===== src/rtl/rsrpc_pkg.sv =====
// Constants for the rank self-refresh and channel pipeline control block.
// Assumes a Wishbone classic slave with 32-bit data and byte addressing.
package rsrpc_pkg;
	localparam int unsigned RANKS = 4;
	localparam logic [7:0] ADR_CHECK_CTRL = 8'h00;
	localparam logic [7:0] ADR_SR_CTRL_TWO = 8'h04;
	localparam logic [7:0] ADR_SR_CTRL_THREE = 8'h08;
	localparam logic [7:0] ADR_PIPE_CTRL = 8'h0C;
	localparam logic [7:0] ADR_STATUS = 8'h10;
	localparam logic [7:0] ADR_MODE_CTRL = 8'h14;
	localparam logic [7:0] RST_CHECK_CTRL = 8'h00;
	localparam logic [7:0] RST_SR_CTRL_TWO = 8'h10;
	localparam logic [7:0] RST_SR_CTRL_THREE = 8'h00;
	localparam logic [7:0] RST_PIPE_CTRL = 8'h00;
	localparam logic [1:0] RST_MODE_CTRL = 2'h0;
	localparam int unsigned POS_PAIR_ENTRY = 7;
	localparam int unsigned POS_IDLE_LO = 4;
	localparam int unsigned POS_PAIR_EXIT = 7;
	localparam int unsigned POS_PAGE_PIPE = 7;
	localparam int unsigned POS_PAGE_CLOSE_2T = 6;
	localparam int unsigned POS_CMD_2T = 5;
	localparam int unsigned POS_ACT_PRE_2T = 3;
	localparam int unsigned POS_CKE_PIPE = 0;
	localparam logic [7:0] PIPE_WR_MASK = 8'hEB;
	localparam logic [7:0] THREE_WR_MASK = 8'h87;
	localparam int unsigned IDLE_W = 3;
endpackage


===== src/rtl/rsrpc_sync.sv =====
// Two-flop synchroniser for a bundle of level inputs.
// Assumes the inputs come from outside the clk domain.
`timescale 1ns/10ps
module rsrpc_sync #(
	parameter int unsigned W = 1
) (
	input wire logic clk,
	input wire logic rstn,
	input wire logic [W-1:0] d,
	output logic [W-1:0] q
);
	logic [W-1:0] meta_r;

	always_ff @(posedge clk or negedge rstn) begin
		if (!rstn) begin
			meta_r <= '0;
			q <= '0;
		end else begin
			meta_r <= d;
			q <= meta_r;
		end
	end
endmodule


===== src/rtl/rsrpc_delay.sv =====
// Selectable zero, one or two stage delay line.
// Assumes sel is quasi-static configuration on the same clock.
`timescale 1ns/10ps
module rsrpc_delay #(
	parameter int unsigned W = 1
) (
	input wire logic clk,
	input wire logic rstn,
	input wire logic [1:0] sel,
	input wire logic [W-1:0] d,
	output logic [W-1:0] q
);
	logic [W-1:0] st1_r;
	logic [W-1:0] st2_r;

	always_ff @(posedge clk or negedge rstn) begin
		if (!rstn) begin
			st1_r <= '0;
			st2_r <= '0;
		end else begin
			st1_r <= d;
			st2_r <= st1_r;
		end
	end

	always_comb begin
		case (sel)
			2'h0: q = d;
			2'h1: q = st1_r;
			default: q = st2_r;
		endcase
	end
endmodule


===== src/rtl/rsrpc_top.sv =====
// By-rank self refresh decision and channel pipeline control.
// Assumes the refresh engine, vblank and sr request come from outside the clock domain.
// Overview of operation
// - Rank's vblank check bit set requires vertical blank before self-refresh entry.
// - Rank's request check bit set requires active self-refresh request before entry.
// - Three-bit idle count, reset one, sets consecutive idle auto-refreshes before entry.
// - Each rank enters by-rank self refresh only while its enable is set.
// - Pairwise entry bit makes ranks enter self refresh in pairs, only with fast DDR2 support.
// - Pairwise exit bit makes ranks leave in pairs, only with fast DDR2 support.
// - Page-decode pipe bit adds one clock stage to page decoding.
// - Page-close timing bit selects two-clock timing for page close commands.
// - Two-clock scheduling bit spaces commands two clocks apart.
// - Mode and cke pipe bits pick 2T, 1T or no pipe on clock enable.
//
// Local design decisions: register access over Wishbone and the register offsets.
`timescale 1ns/10ps
module rsrpc_top #(
	parameter int unsigned PAGE_W = 16
) (
	input wire logic clk,
	input wire logic rstn,
	input wire logic wb_cyc_i,
	input wire logic wb_stb_i,
	input wire logic wb_we_i,
	input wire logic [7:0] wb_adr_i,
	input wire logic [3:0] wb_sel_i,
	input wire logic [31:0] wb_dat_i,
	output logic [31:0] wb_dat_o,
	output logic wb_ack_o,
	input wire logic fast_ddr2_support,
	input wire logic [3:0] auto_refresh_pulse,
	input wire logic [3:0] rank_busy,
	input wire logic [3:0] rank_wake_req,
	input wire logic gfx_vblank,
	input wire logic sr_request,
	input wire logic channel_a_clock_enable_in,
	input wire logic [PAGE_W-1:0] page_req_in,
	output logic [3:0] rank_in_self_refresh,
	output logic channel_a_clock_enable_out,
	output logic [PAGE_W-1:0] page_req_out,
	output logic page_close_2t,
	output logic cmd_sched_2t,
	output logic act_pre_2t
);
	logic [7:0] check_r;
	logic [7:0] two_r;
	logic [7:0] three_r;
	logic [7:0] pipe_r;
	logic [1:0] mode_r;
	logic [3:0] sr_r;
	logic [3:0] sr_nxt;
	logic [2:0] idle_cnt_r [0:3];
	logic [3:0] ar_s;
	logic [3:0] busy_s;
	logic [3:0] wake_s;
	logic [1:0] chk_s;
	logic [3:0] ar_d_r;
	logic [3:0] ready;
	logic [1:0] cke_sel;
	logic cke_q;
	logic [PAGE_W-1:0] page_q;
	logic wr_en;
	logic rd_en;
	logic [2:0] idle_need;
	logic wr_lane0;
	logic hit_check;
	logic hit_two;
	logic hit_three;
	logic hit_pipe;
	logic hit_status;
	logic hit_mode;
	logic [7:0] rd_byte;
	logic [3:0] ar_rise;
	logic [3:0] enter_req;
	logic [3:0] leave_req;
	logic pair_entry_on;
	logic pair_exit_on;

	// Refresh and condition inputs cross from the refresh engine and display domains
	rsrpc_sync #(.W(4)) u_sync_ar (.clk(clk), .rstn(rstn), .d(auto_refresh_pulse), .q(ar_s));
	rsrpc_sync #(.W(4)) u_sync_busy (.clk(clk), .rstn(rstn), .d(rank_busy), .q(busy_s));
	rsrpc_sync #(.W(4)) u_sync_wake (.clk(clk), .rstn(rstn), .d(rank_wake_req), .q(wake_s));
	rsrpc_sync #(.W(2)) u_sync_chk (
		.clk(clk),
		.rstn(rstn),
		.d({gfx_vblank, sr_request}),
		.q(chk_s)
	);

	assign wr_en = wb_cyc_i && wb_stb_i && wb_we_i && !wb_ack_o;
	assign rd_en = wb_cyc_i && wb_stb_i && !wb_we_i && !wb_ack_o;
	// Only byte lane 0 carries register data
	assign wr_lane0 = wr_en && wb_sel_i[0];
	assign idle_need = two_r[rsrpc_pkg::POS_IDLE_LO+:rsrpc_pkg::IDLE_W];
	// Pairing only applies with fast DDR2 support
	assign pair_entry_on = two_r[rsrpc_pkg::POS_PAIR_ENTRY] && fast_ddr2_support;
	assign pair_exit_on = three_r[rsrpc_pkg::POS_PAIR_EXIT] && fast_ddr2_support;
	assign ar_rise = ar_s & ~ar_d_r;

	function automatic logic adr_is(input logic [7:0] a, input logic [7:0] target);
		adr_is = (a == target);
	endfunction

	function automatic logic [7:0] merge(input logic [7:0] old, input logic [7:0] wmask);
		merge = (old & ~wmask) | (wb_dat_i[7:0] & wmask);
	endfunction

	// One decode shared by the write and the read side
	assign hit_check = adr_is(wb_adr_i, rsrpc_pkg::ADR_CHECK_CTRL);
	assign hit_two = adr_is(wb_adr_i, rsrpc_pkg::ADR_SR_CTRL_TWO);
	assign hit_three = adr_is(wb_adr_i, rsrpc_pkg::ADR_SR_CTRL_THREE);
	assign hit_pipe = adr_is(wb_adr_i, rsrpc_pkg::ADR_PIPE_CTRL);
	assign hit_status = adr_is(wb_adr_i, rsrpc_pkg::ADR_STATUS);
	assign hit_mode = adr_is(wb_adr_i, rsrpc_pkg::ADR_MODE_CTRL);

	// Writes land on the edge that raises ack, one register per block
	always_ff @(posedge clk or negedge rstn) begin
		if (!rstn) begin
			check_r <= rsrpc_pkg::RST_CHECK_CTRL;
		end else if (wr_lane0 && hit_check) begin
			check_r <= wb_dat_i[7:0];
		end
	end

	// Enables, idle count and pairwise entry are all writable
	always_ff @(posedge clk or negedge rstn) begin
		if (!rstn) begin
			two_r <= rsrpc_pkg::RST_SR_CTRL_TWO;
		end else if (wr_lane0 && hit_two) begin
			two_r <= wb_dat_i[7:0];
		end
	end

	// Reserved bits 6:3 read zero and ignore writes
	always_ff @(posedge clk or negedge rstn) begin
		if (!rstn) begin
			three_r <= rsrpc_pkg::RST_SR_CTRL_THREE;
		end else if (wr_lane0 && hit_three) begin
			three_r <= merge(three_r, rsrpc_pkg::THREE_WR_MASK);
		end
	end

	// Bits 4 and 2 are read-only zero
	always_ff @(posedge clk or negedge rstn) begin
		if (!rstn) begin
			pipe_r <= rsrpc_pkg::RST_PIPE_CTRL;
		end else if (wr_lane0 && hit_pipe) begin
			pipe_r <= merge(pipe_r, rsrpc_pkg::PIPE_WR_MASK);
		end
	end

	// Only bit 0 steers the cke pipe; bit 1 is spare storage
	always_ff @(posedge clk or negedge rstn) begin
		if (!rstn) begin
			mode_r <= rsrpc_pkg::RST_MODE_CTRL;
		end else if (wr_lane0 && hit_mode) begin
			mode_r <= wb_dat_i[1:0];
		end
	end

	// Unmapped offsets read zero
	always_comb begin
		rd_byte = 8'h00;
		if (hit_check) begin
			rd_byte = check_r;
		end else if (hit_two) begin
			rd_byte = two_r;
		end else if (hit_three) begin
			rd_byte = three_r;
		end else if (hit_pipe) begin
			rd_byte = pipe_r;
		end else if (hit_status) begin
			rd_byte = {4'h0, sr_r};
		end else if (hit_mode) begin
			rd_byte = {6'h00, mode_r};
		end
	end

	// Read data holds until the next read so a slow master still sees it
	always_ff @(posedge clk or negedge rstn) begin
		if (!rstn) begin
			wb_dat_o <= '0;
		end else if (rd_en) begin
			wb_dat_o <= {24'h000000, rd_byte};
		end
	end

	// One-cycle ack; the ack term stops one request being taken twice
	always_ff @(posedge clk or negedge rstn) begin
		if (!rstn) begin
			wb_ack_o <= 1'b0;
		end else begin
			wb_ack_o <= wb_cyc_i && wb_stb_i && !wb_ack_o;
		end
	end

	// Previous refresh level; resets low like the idle pin, so no false edge
	always_ff @(posedge clk or negedge rstn) begin
		if (!rstn) begin
			ar_d_r <= '0;
		end else begin
			ar_d_r <= ar_s;
		end
	end

	// Idle auto-refresh counters; a busy rank restarts its run of idle refreshes
	always_ff @(posedge clk or negedge rstn) begin
		if (!rstn) begin
			for (int i = 0; i < 4; i++) begin
				idle_cnt_r[i] <= '0;
			end
		end else begin
			for (int i = 0; i < 4; i++) begin
				if (busy_s[i] || sr_r[i]) begin
					idle_cnt_r[i] <= '0;
				end else if (ar_rise[i] && idle_cnt_r[i] != 3'h7) begin
					idle_cnt_r[i] <= idle_cnt_r[i] + 3'h1;
				end
			end
		end
	end

	// A rank is ready only when every selected check holds in the same cycle
	always_comb begin
		for (int i = 0; i < 4; i++) begin
			ready[i] = two_r[i]
				&& !busy_s[i]
				&& (idle_cnt_r[i] >= idle_need)
				&& (!check_r[2*i+1] || chk_s[1])
				&& (!check_r[2*i] || chk_s[0]);
		end
	end

	// Pairs are ranks 0/1 and 2/3; in pair mode both halves go in or neither
	always_comb begin
		enter_req = ready;
		if (pair_entry_on) begin
			for (int p = 0; p < 2; p++) begin
				if (!(ready[2*p] && ready[2*p+1])) begin
					enter_req[2*p+:2] = 2'h0;
				end
			end
		end
	end

	// A cleared enable counts as a wake, so disabling forces the rank out
	always_comb begin
		leave_req = wake_s | ~two_r[3:0];
		if (pair_exit_on) begin
			for (int p = 0; p < 2; p++) begin
				if (|leave_req[2*p+:2]) begin
					leave_req[2*p+:2] = 2'h3;
				end
			end
		end
	end

	// Exit beats entry so a rank never re-enters in the cycle it is told to leave
	assign sr_nxt = (sr_r | enter_req) & ~leave_req;

	always_ff @(posedge clk or negedge rstn) begin
		if (!rstn) begin
			sr_r <= '0;
		end else begin
			sr_r <= sr_nxt;
		end
	end

	assign cke_sel = {1'b0, mode_r[0]} + {1'b0, pipe_r[rsrpc_pkg::POS_CKE_PIPE]};

	rsrpc_delay #(.W(1)) u_cke_pipe (
		.clk(clk),
		.rstn(rstn),
		.sel(cke_sel),
		.d(channel_a_clock_enable_in),
		.q(cke_q)
	);

	rsrpc_delay #(.W(PAGE_W)) u_page_pipe (
		.clk(clk),
		.rstn(rstn),
		.sel({1'b0, pipe_r[rsrpc_pkg::POS_PAGE_PIPE]}),
		.d(page_req_in),
		.q(page_q)
	);

	// Output flops keep every top output registered
	always_ff @(posedge clk or negedge rstn) begin
		if (!rstn) begin
			rank_in_self_refresh <= '0;
			channel_a_clock_enable_out <= 1'b0;
			page_req_out <= '0;
			page_close_2t <= 1'b0;
			cmd_sched_2t <= 1'b0;
			act_pre_2t <= 1'b0;
		end else begin
			rank_in_self_refresh <= sr_r;
			channel_a_clock_enable_out <= cke_q;
			page_req_out <= page_q;
			page_close_2t <= pipe_r[rsrpc_pkg::POS_PAGE_CLOSE_2T];
			cmd_sched_2t <= pipe_r[rsrpc_pkg::POS_CMD_2T];
			// Software is expected to pair this with command 2T; hardware does not force it
			act_pre_2t <= pipe_r[rsrpc_pkg::POS_ACT_PRE_2T];
		end
	end
endmodule


===== config.mk =====
export PLATFORM = sky130hd
export DESIGN_NAME = rsrpc_top
export DESIGN_NICKNAME = d
export VERILOG_FILES = /design/src/rtl/rsrpc_pkg.sv /design/src/rtl/rsrpc_sync.sv /design/src/rtl/rsrpc_delay.sv /design/src/rtl/rsrpc_top.sv
export SDC_FILE = /design/constraint.sdc
export NUM_CORES = 1
export LEC_CHECK = 0
export BUFFER_PORTS_ARGS = -buffer_cell sky130_fd_sc_hd__buf_2
export CORE_MARGIN = 5
export CORE_UTILIZATION = 47
export DETAILED_ROUTE_END_ITERATION = 10
export PLACE_DENSITY = 0.75
export RECOVER_POWER = 25
export SKIP_LAST_GASP = 1
export SYNTH_ARGS = -nofsm -noshare
export SYNTH_HDL_FRONTEND = slang
export SYNTH_SLANG_ARGS = --single-unit

===== constraint.sdc =====
create_clock -name clk -period 1.53 [get_ports clk]
set_input_delay 0.306 -clock clk [delete_from_list [all_inputs] [get_ports clk]]
set_output_delay 0.306 -clock clk [all_outputs]
set_load 0.01 [all_outputs]

==> impl_metrics.toml, run 1 <==
[global_route]
grt_overflow = 0
antenna_found_initial = 1
grt_usage_pct = 19.11
grt_max_degree = 37
grt_pass1_wl_mm = 19.42
grt_pass1_vias = 3887

[setup_path]
cp_slowest_cell = "dfrtp_1"
slowest_delay_ns = 0.37
reg2reg_slack_ns = -0.16
r2r_cells = 5
start_kind = "register"
path_delay_family = "simple AND/OR/NAND/NOR gates"
crit_chain = "nand3b_1 > buf_6 > nor4_4 > nand3b_1 > mux2_4"
cp_common_cell = "nand3b_1"
path_buf_inv = 1
crit_fanout = 4
criticalPathCategory = "reg -> reg"
endpoint_kind = "register"
r2r_end = "three_r[7]"
arrival_ns = 2.10
required_ns = 1.94
timing.rr.start = "wb_ack_o"

[cells_and_area]
syn2layout_area_growth_pct = 39.18
layout-drive-gt1-share_pct = 42.21
stdcell_count = 711
utilization_pct = 67.00
final_cell_area_mm2 = 0.007263
antenna_cells = 0
fin_nets = 661
mostFrequentLayoutCells = "dfrtp_1, buf_2, mux2_2, buf_4, dlygate4sd3_1"
layout_commonest_cell = "dfrtp_1"

[yosys]
yosysTopAreaCell = "dfrtp_1"
avgSynthCellArea_um2 = 13.45
synth_area_leaders = "dfrtp_1, mux2_2, ha_1, buf_4, nor3_1"
synth_top_area_share_pct = 60.42
yosysWarnings = 0
synthesis.area_mm2 = 0.005219
synth_async_sr_flop_share_pct = 100.0
netlist_instances = 388
ys_types = 43
synthFlopType = "dfrtp_1"
synth_edf_count = 0
synth-seq-cells = 127
ys_seq_area_share_pct = 60.92

[placement]
hpwl_mm = 8.377
io_buffers = 86
place_congestion = 0.8924
dp_slack_ns = -0.4031
dp_cells = 637
place_area_mm2 = 0.006051

[status]
run_status = "finished, violations left"
violations = "setup timing"

[power_and_ir_drop]
p_leak_nw = 3.443
powerDensity_mw_per_mm2 = 1124
seqPwrFrac_pct = 43.2
switching_share_pct = 21.56
p_comb_share_pct = 7.2
p_sw_mw = 1.759
power.internal_mw = 6.402
total_power_mw = 8.161
clockPowerShare_pct = 49.6
vdd_drop_max_uv = 892.1

[route]
num_vias = 3679
drt-initial-drc-count = 187
drt_first_pass_iters = 4
ant_nets = 0
route.detailed.wl_per_inst_um = 17.02
totalWireLength_mm = 12.10
drc = 0
routed_via_density = 5.174

[sta]
worst_pin_slew_ns = 0.5898
fin_worst_skew_ns = 0.006437
fin_ws_ns = -0.1631
setup_violations = 27
finalCritPeriodShare_pct = 110.7
period_needed_ns = 1.693
setup_tns_ns = -2.007
fmax_mhz = 590.6
hold_viol = 0
holdWs_ns = 0.05999
max_slew_margin_pct = 60.68
finalMaxSlewViolations = 0
rsz0062_at_grt = "true"

[run]
max-cap-violations = 0

[clock_tree]
htree_levels = 4
worstSkewPairLatency_ns = 0.52
clkTransAtPathRegs_ns = 0.06
tritoncts = "done"
cts_root_buffer = "clkbuf_8"
clock-sinks = 127
cts_max_path_buffers = 2
cts-buffers-inserted = 17

[min_path]
hold_end = "two_r[4]"
min_path_type = "in -> reg"
hold_start = "wb_dat_i[4]"
whs_path_depth = 2

[floorplan]
die_h_um = 115.4
pin_count = 138
fp.dieW_um = 115.4
row_count = 38
start_util_pct = 48.14
die_area_mm2 = 0.01331
coreArea_mm2 = 0.01084
-- how the worst max path moves through the flow --
stage / startpoint / endpoint / cells after the start
floorplan: wb_adr_i[4] / check_r[0] / 4
global placement: wb_adr_i[4] / check_r[7] / 5
detailed placement: wb_adr_i[4] / check_r[5] / 5
CTS: wb_ack_o / two_r[1] / 5
global route: wb_ack_o / three_r[7] / 5
finish: wb_ack_o / three_r[7] / 5
-- cell type report --
class / instances / area (um2)
Clock buffer: 22 / 473.0
Fill cell: 778 / 3577
Tap cell: 140 / 175.2
Inverter: 12 / 45.04
Clock inverter: 10 / 133.9
Sequential cell: 127 / 3179
Multi-Input combinational cell: 239 / 2155
Timing Repair Buffer: 161 / 1102
-- registers in the layout, summed over array words and instances (netlist names), 6 cells and up --
register	count
check_r	8
idle_cnt_r	12
page_req_out	16
pipe_r	6
two_r	8
u_page_pipe.st1_r	16
wb_dat_o	8
-- per-layer routing --
layer	share of wire, %	track usage, %	vias up
li1	-	-	1681
met1	40	23.34	1817
met2	50	30.94	153
met3	7.9	6.895	26
met4	2.0	7.746	2
met5	0.11	0	-
-- timing repair --
item | 4_1_cts | 5_1_grt
hold buffers | 32 | 0
setup endpoints to repair | 37 | 40
pin swaps | 12 | 16
gates resized for setup | 17 | 30
setup buffers | 2 | 8
endpoints found under the hold margin | 124 | 0
-- synthesized netlist by cell type, types with 3 or more instances --
cell      count
nand2_1      17
nor2_1        3
or3_1         4
mux2_2       48
nor3b_1       4
a21oi_1      10
a22oi_1       3
o31ai_1       4
a22o_1        3
nor2b_1      11
clkbuf_1      5
a211oi_1      5
mux2i_1       9
inv_1        12
nand2b_1      5
nand3b_1      4
ha_1         22
buf_4        24
dfrtp_1     126
nor3_1       19
a221oi_1      6
o21ai_0      14
nor4_1        3
xnor2_1       4
-- cell families after synthesis --
kind of cell             Yosys count  share of synthesized area [%]
flip-flops                       127                          60.92
AND/OR/NAND/NOR                   82                          9.422
multiplexers                      58                          12.52
AO/OA/AOI/OAI                     49                          6.114
buffers and inverters             45                          5.011
adder cells (fa/ha/maj)           22                          5.274
XOR/XNOR                           4                         0.6712
other                              1                        0.07186
-- power groups by stage --
stage	logic [mW]	clock network (mW)	registers [mW]
floorplan	0.232	0	3.58
global placement	0.459	0	3.57
detailed placement	0.480	0	3.58
CTS	0.561	4.12	3.52
global route	0.651	4.32	3.54
finish	0.589	4.05	3.53
(Power assumes the default switching activity.)
==> run 2, diff against run 1 <==
CORE_UTILIZATION = 52   (was 47)
MAX_ROUTING_LAYER = met4   (was unset)
PLACE_DENSITY = 0.79   (was 0.75)
clock period = 1.8 ns   (was 1.53 ns; I/O delays follow)
==> impl_metrics.toml, run 2 (synthesis gave the netlist of run 1 again) <==
[cells_and_area]
syn2layout_area_growth_pct = 28.84
mostFrequentLayoutCells = "dfrtp_1, buf_2, mux2_2, dlygate4sd3_1, conb_1"
reg_top3 = "page_req_out (16), u_page_pipe.st1_r (16), idle_cnt_r (12)"
layout-drive-gt1-share_pct = 33.64
antenna_cells = 0
final_cell_area_mm2 = 0.006724
layout_commonest_cell = "dfrtp_1"
fin_nets = 640

[setup_path]
required_ns = 2.20
reg2reg_slack_ns = 0.08
endpoint_kind = "register"
crit_fanout = 8
r2r_end = "two_r[0]"
timing.rr.start = "wb_ack_o"
crit_end = "two_r[0]"
criticalPathCategory = "reg -> reg"
r2r_cells = 5
crit_start = "wb_ack_o"
start_kind = "register"
arrival_ns = 2.11

[global_route]
grt_pass1_vias = 3745
use_met1_pct = 25.87
grt_pass1_wl_mm = 18.39
grt_overflow = 0
met2_usage_pct = 32.54
antenna_found_initial = 0
grt_max_degree = 91
grt_usage_pct = 20.81
met3_usage_pct = 5.649
busiest_layer = "met2"

[route]
num_vias = 3555
drt-initial-drc-count = 128
routed_via_density = 5.205
drt_first_pass_iters = 4
ant_nets = 0
drc = 0
totalWireLength_mm = 11.24
route.detailed.wl_per_inst_um = 16.46

[floorplan]
die_h_um = 110.2
start_util_pct = 53.39
coreArea_mm2 = 0.009774
row_count = 36
die_area_mm2 = 0.01214
pin_count = 138
fp.dieW_um = 110.2

[clock_tree]
cts_root_buffer = "clkbuf_8"
post-cts-setup-buffers = 0
worstSkewPairLatency_ns = 0.51
cts_max_path_buffers = 2
clock-sinks = 127
clkTransAtPathRegs_ns = 0.06
tritoncts = "done"
cts-buffers-inserted = 17
htree_levels = 4

[sta]
worst_pin_slew_ns = 1.178
period_needed_ns = 1.715
setup_violations = 0
max_slew_margin_pct = 21.49
fmax_mhz = 583.1
hold_viol = 0
rsz0062_at_grt = "false"
fin_worst_skew_ns = 0.007296
fin_ws_ns = 0.08493
finalMaxSlewViolations = 0
finalCritPeriodShare_pct = 95.28

[power_and_ir_drop]
powerDensity_mw_per_mm2 = 969.0
p_leak_nw = 3.254
vdd_drop_max_uv = 728.8
total_power_mw = 6.515

[placement]
dp_slack_ns = -0.2127
place_area_mm2 = 0.005878
place_congestion = 0.8647
hpwl_mm = 7.947
io_buffers = 86

[run]
max-cap-violations = 0

[min_path]
hold_start = "wb_dat_i[4]"
min_path_type = "in -> reg"

[status]
run_status = "finished clean"
==> run 2: cell type report <==
cell class              count  area, um2
flip-flops and latches    127       3179
fillers                   714       3050
multi-input cells         239       1867
repair buffers            140      918.4
clock buffers              19      431.7
well taps                 133      166.4
clock inverters            13      116.4
inverters                  12      45.04
==> run 2: stage by stage <==
| step | setup TNS (ns) | std cells | hold slack (ns) | util (%) |
|---|---|---|---|---|
| floorplan | 0 | 411 | 0.06441 | - |
| global placement | -4.020 | 619 | 0.3327 | 60.14 |
| detailed placement | -4.371 | 619 | 0.3363 | 60.14 |
| CTS | 0 | 683 | 0.08388 | 69.02 |
| global route | 0 | 683 | 0.1039 | 68.79 |
| finish | 0 | 683 | 0.1164 | 68.79 |
==> run 2: power by group <==
group | switching (mW) | internal, mW | leakage [nW]
combinational | 0.231 | 0.196 | 1.38
clock | 1.23 | 1.86 | 0.264
sequential | 0.0439 | 2.95 | 1.61
total | 1.50 | 5.01 | 3.25
==> run 2: what timing repair did <==
| item | in CTS | in global routing |
|---|---|---|
| hold buffers | 32 | 0 |
| setup endpoints to repair | 0 | 1 |
| hold endpoints to repair | 157 | 0 |
| resized for setup | 0 | 1 |
==> run 2: routing by layer <==
layer  wire length (um)  up-vias  part of all wire [%]
met5                  0        -                     0
met4                216        0                   1.9
met3                794       17                   7.1
met2               5391      137                    48
met1               4836     1754                    43
li1                   -     1647                     -
==> run 2: worst min path at each step <==
stage          slack (ns)  depth (start not counted)                to
6_report             0.12                          2        check_r[4]
3_3_place_gp         0.33                          0   u_sync_chk.q[1]
5_1_grt              0.10                          2         pipe_r[3]
3_5_place_dp         0.34                          0  u_sync_wake.q[1]
2_1_floorplan        0.06                          0        act_pre_2t
4_1_cts              0.08                          2        check_r[4]
==> run 2: critical path, cell delays in order (launching register included) <==
cell,delay (ns)
dfrtp_1,0.38
nand3b_1,0.26
nor2_1,0.21
and4b_1,0.27
buf_12,0.15
mux2_2,0.33
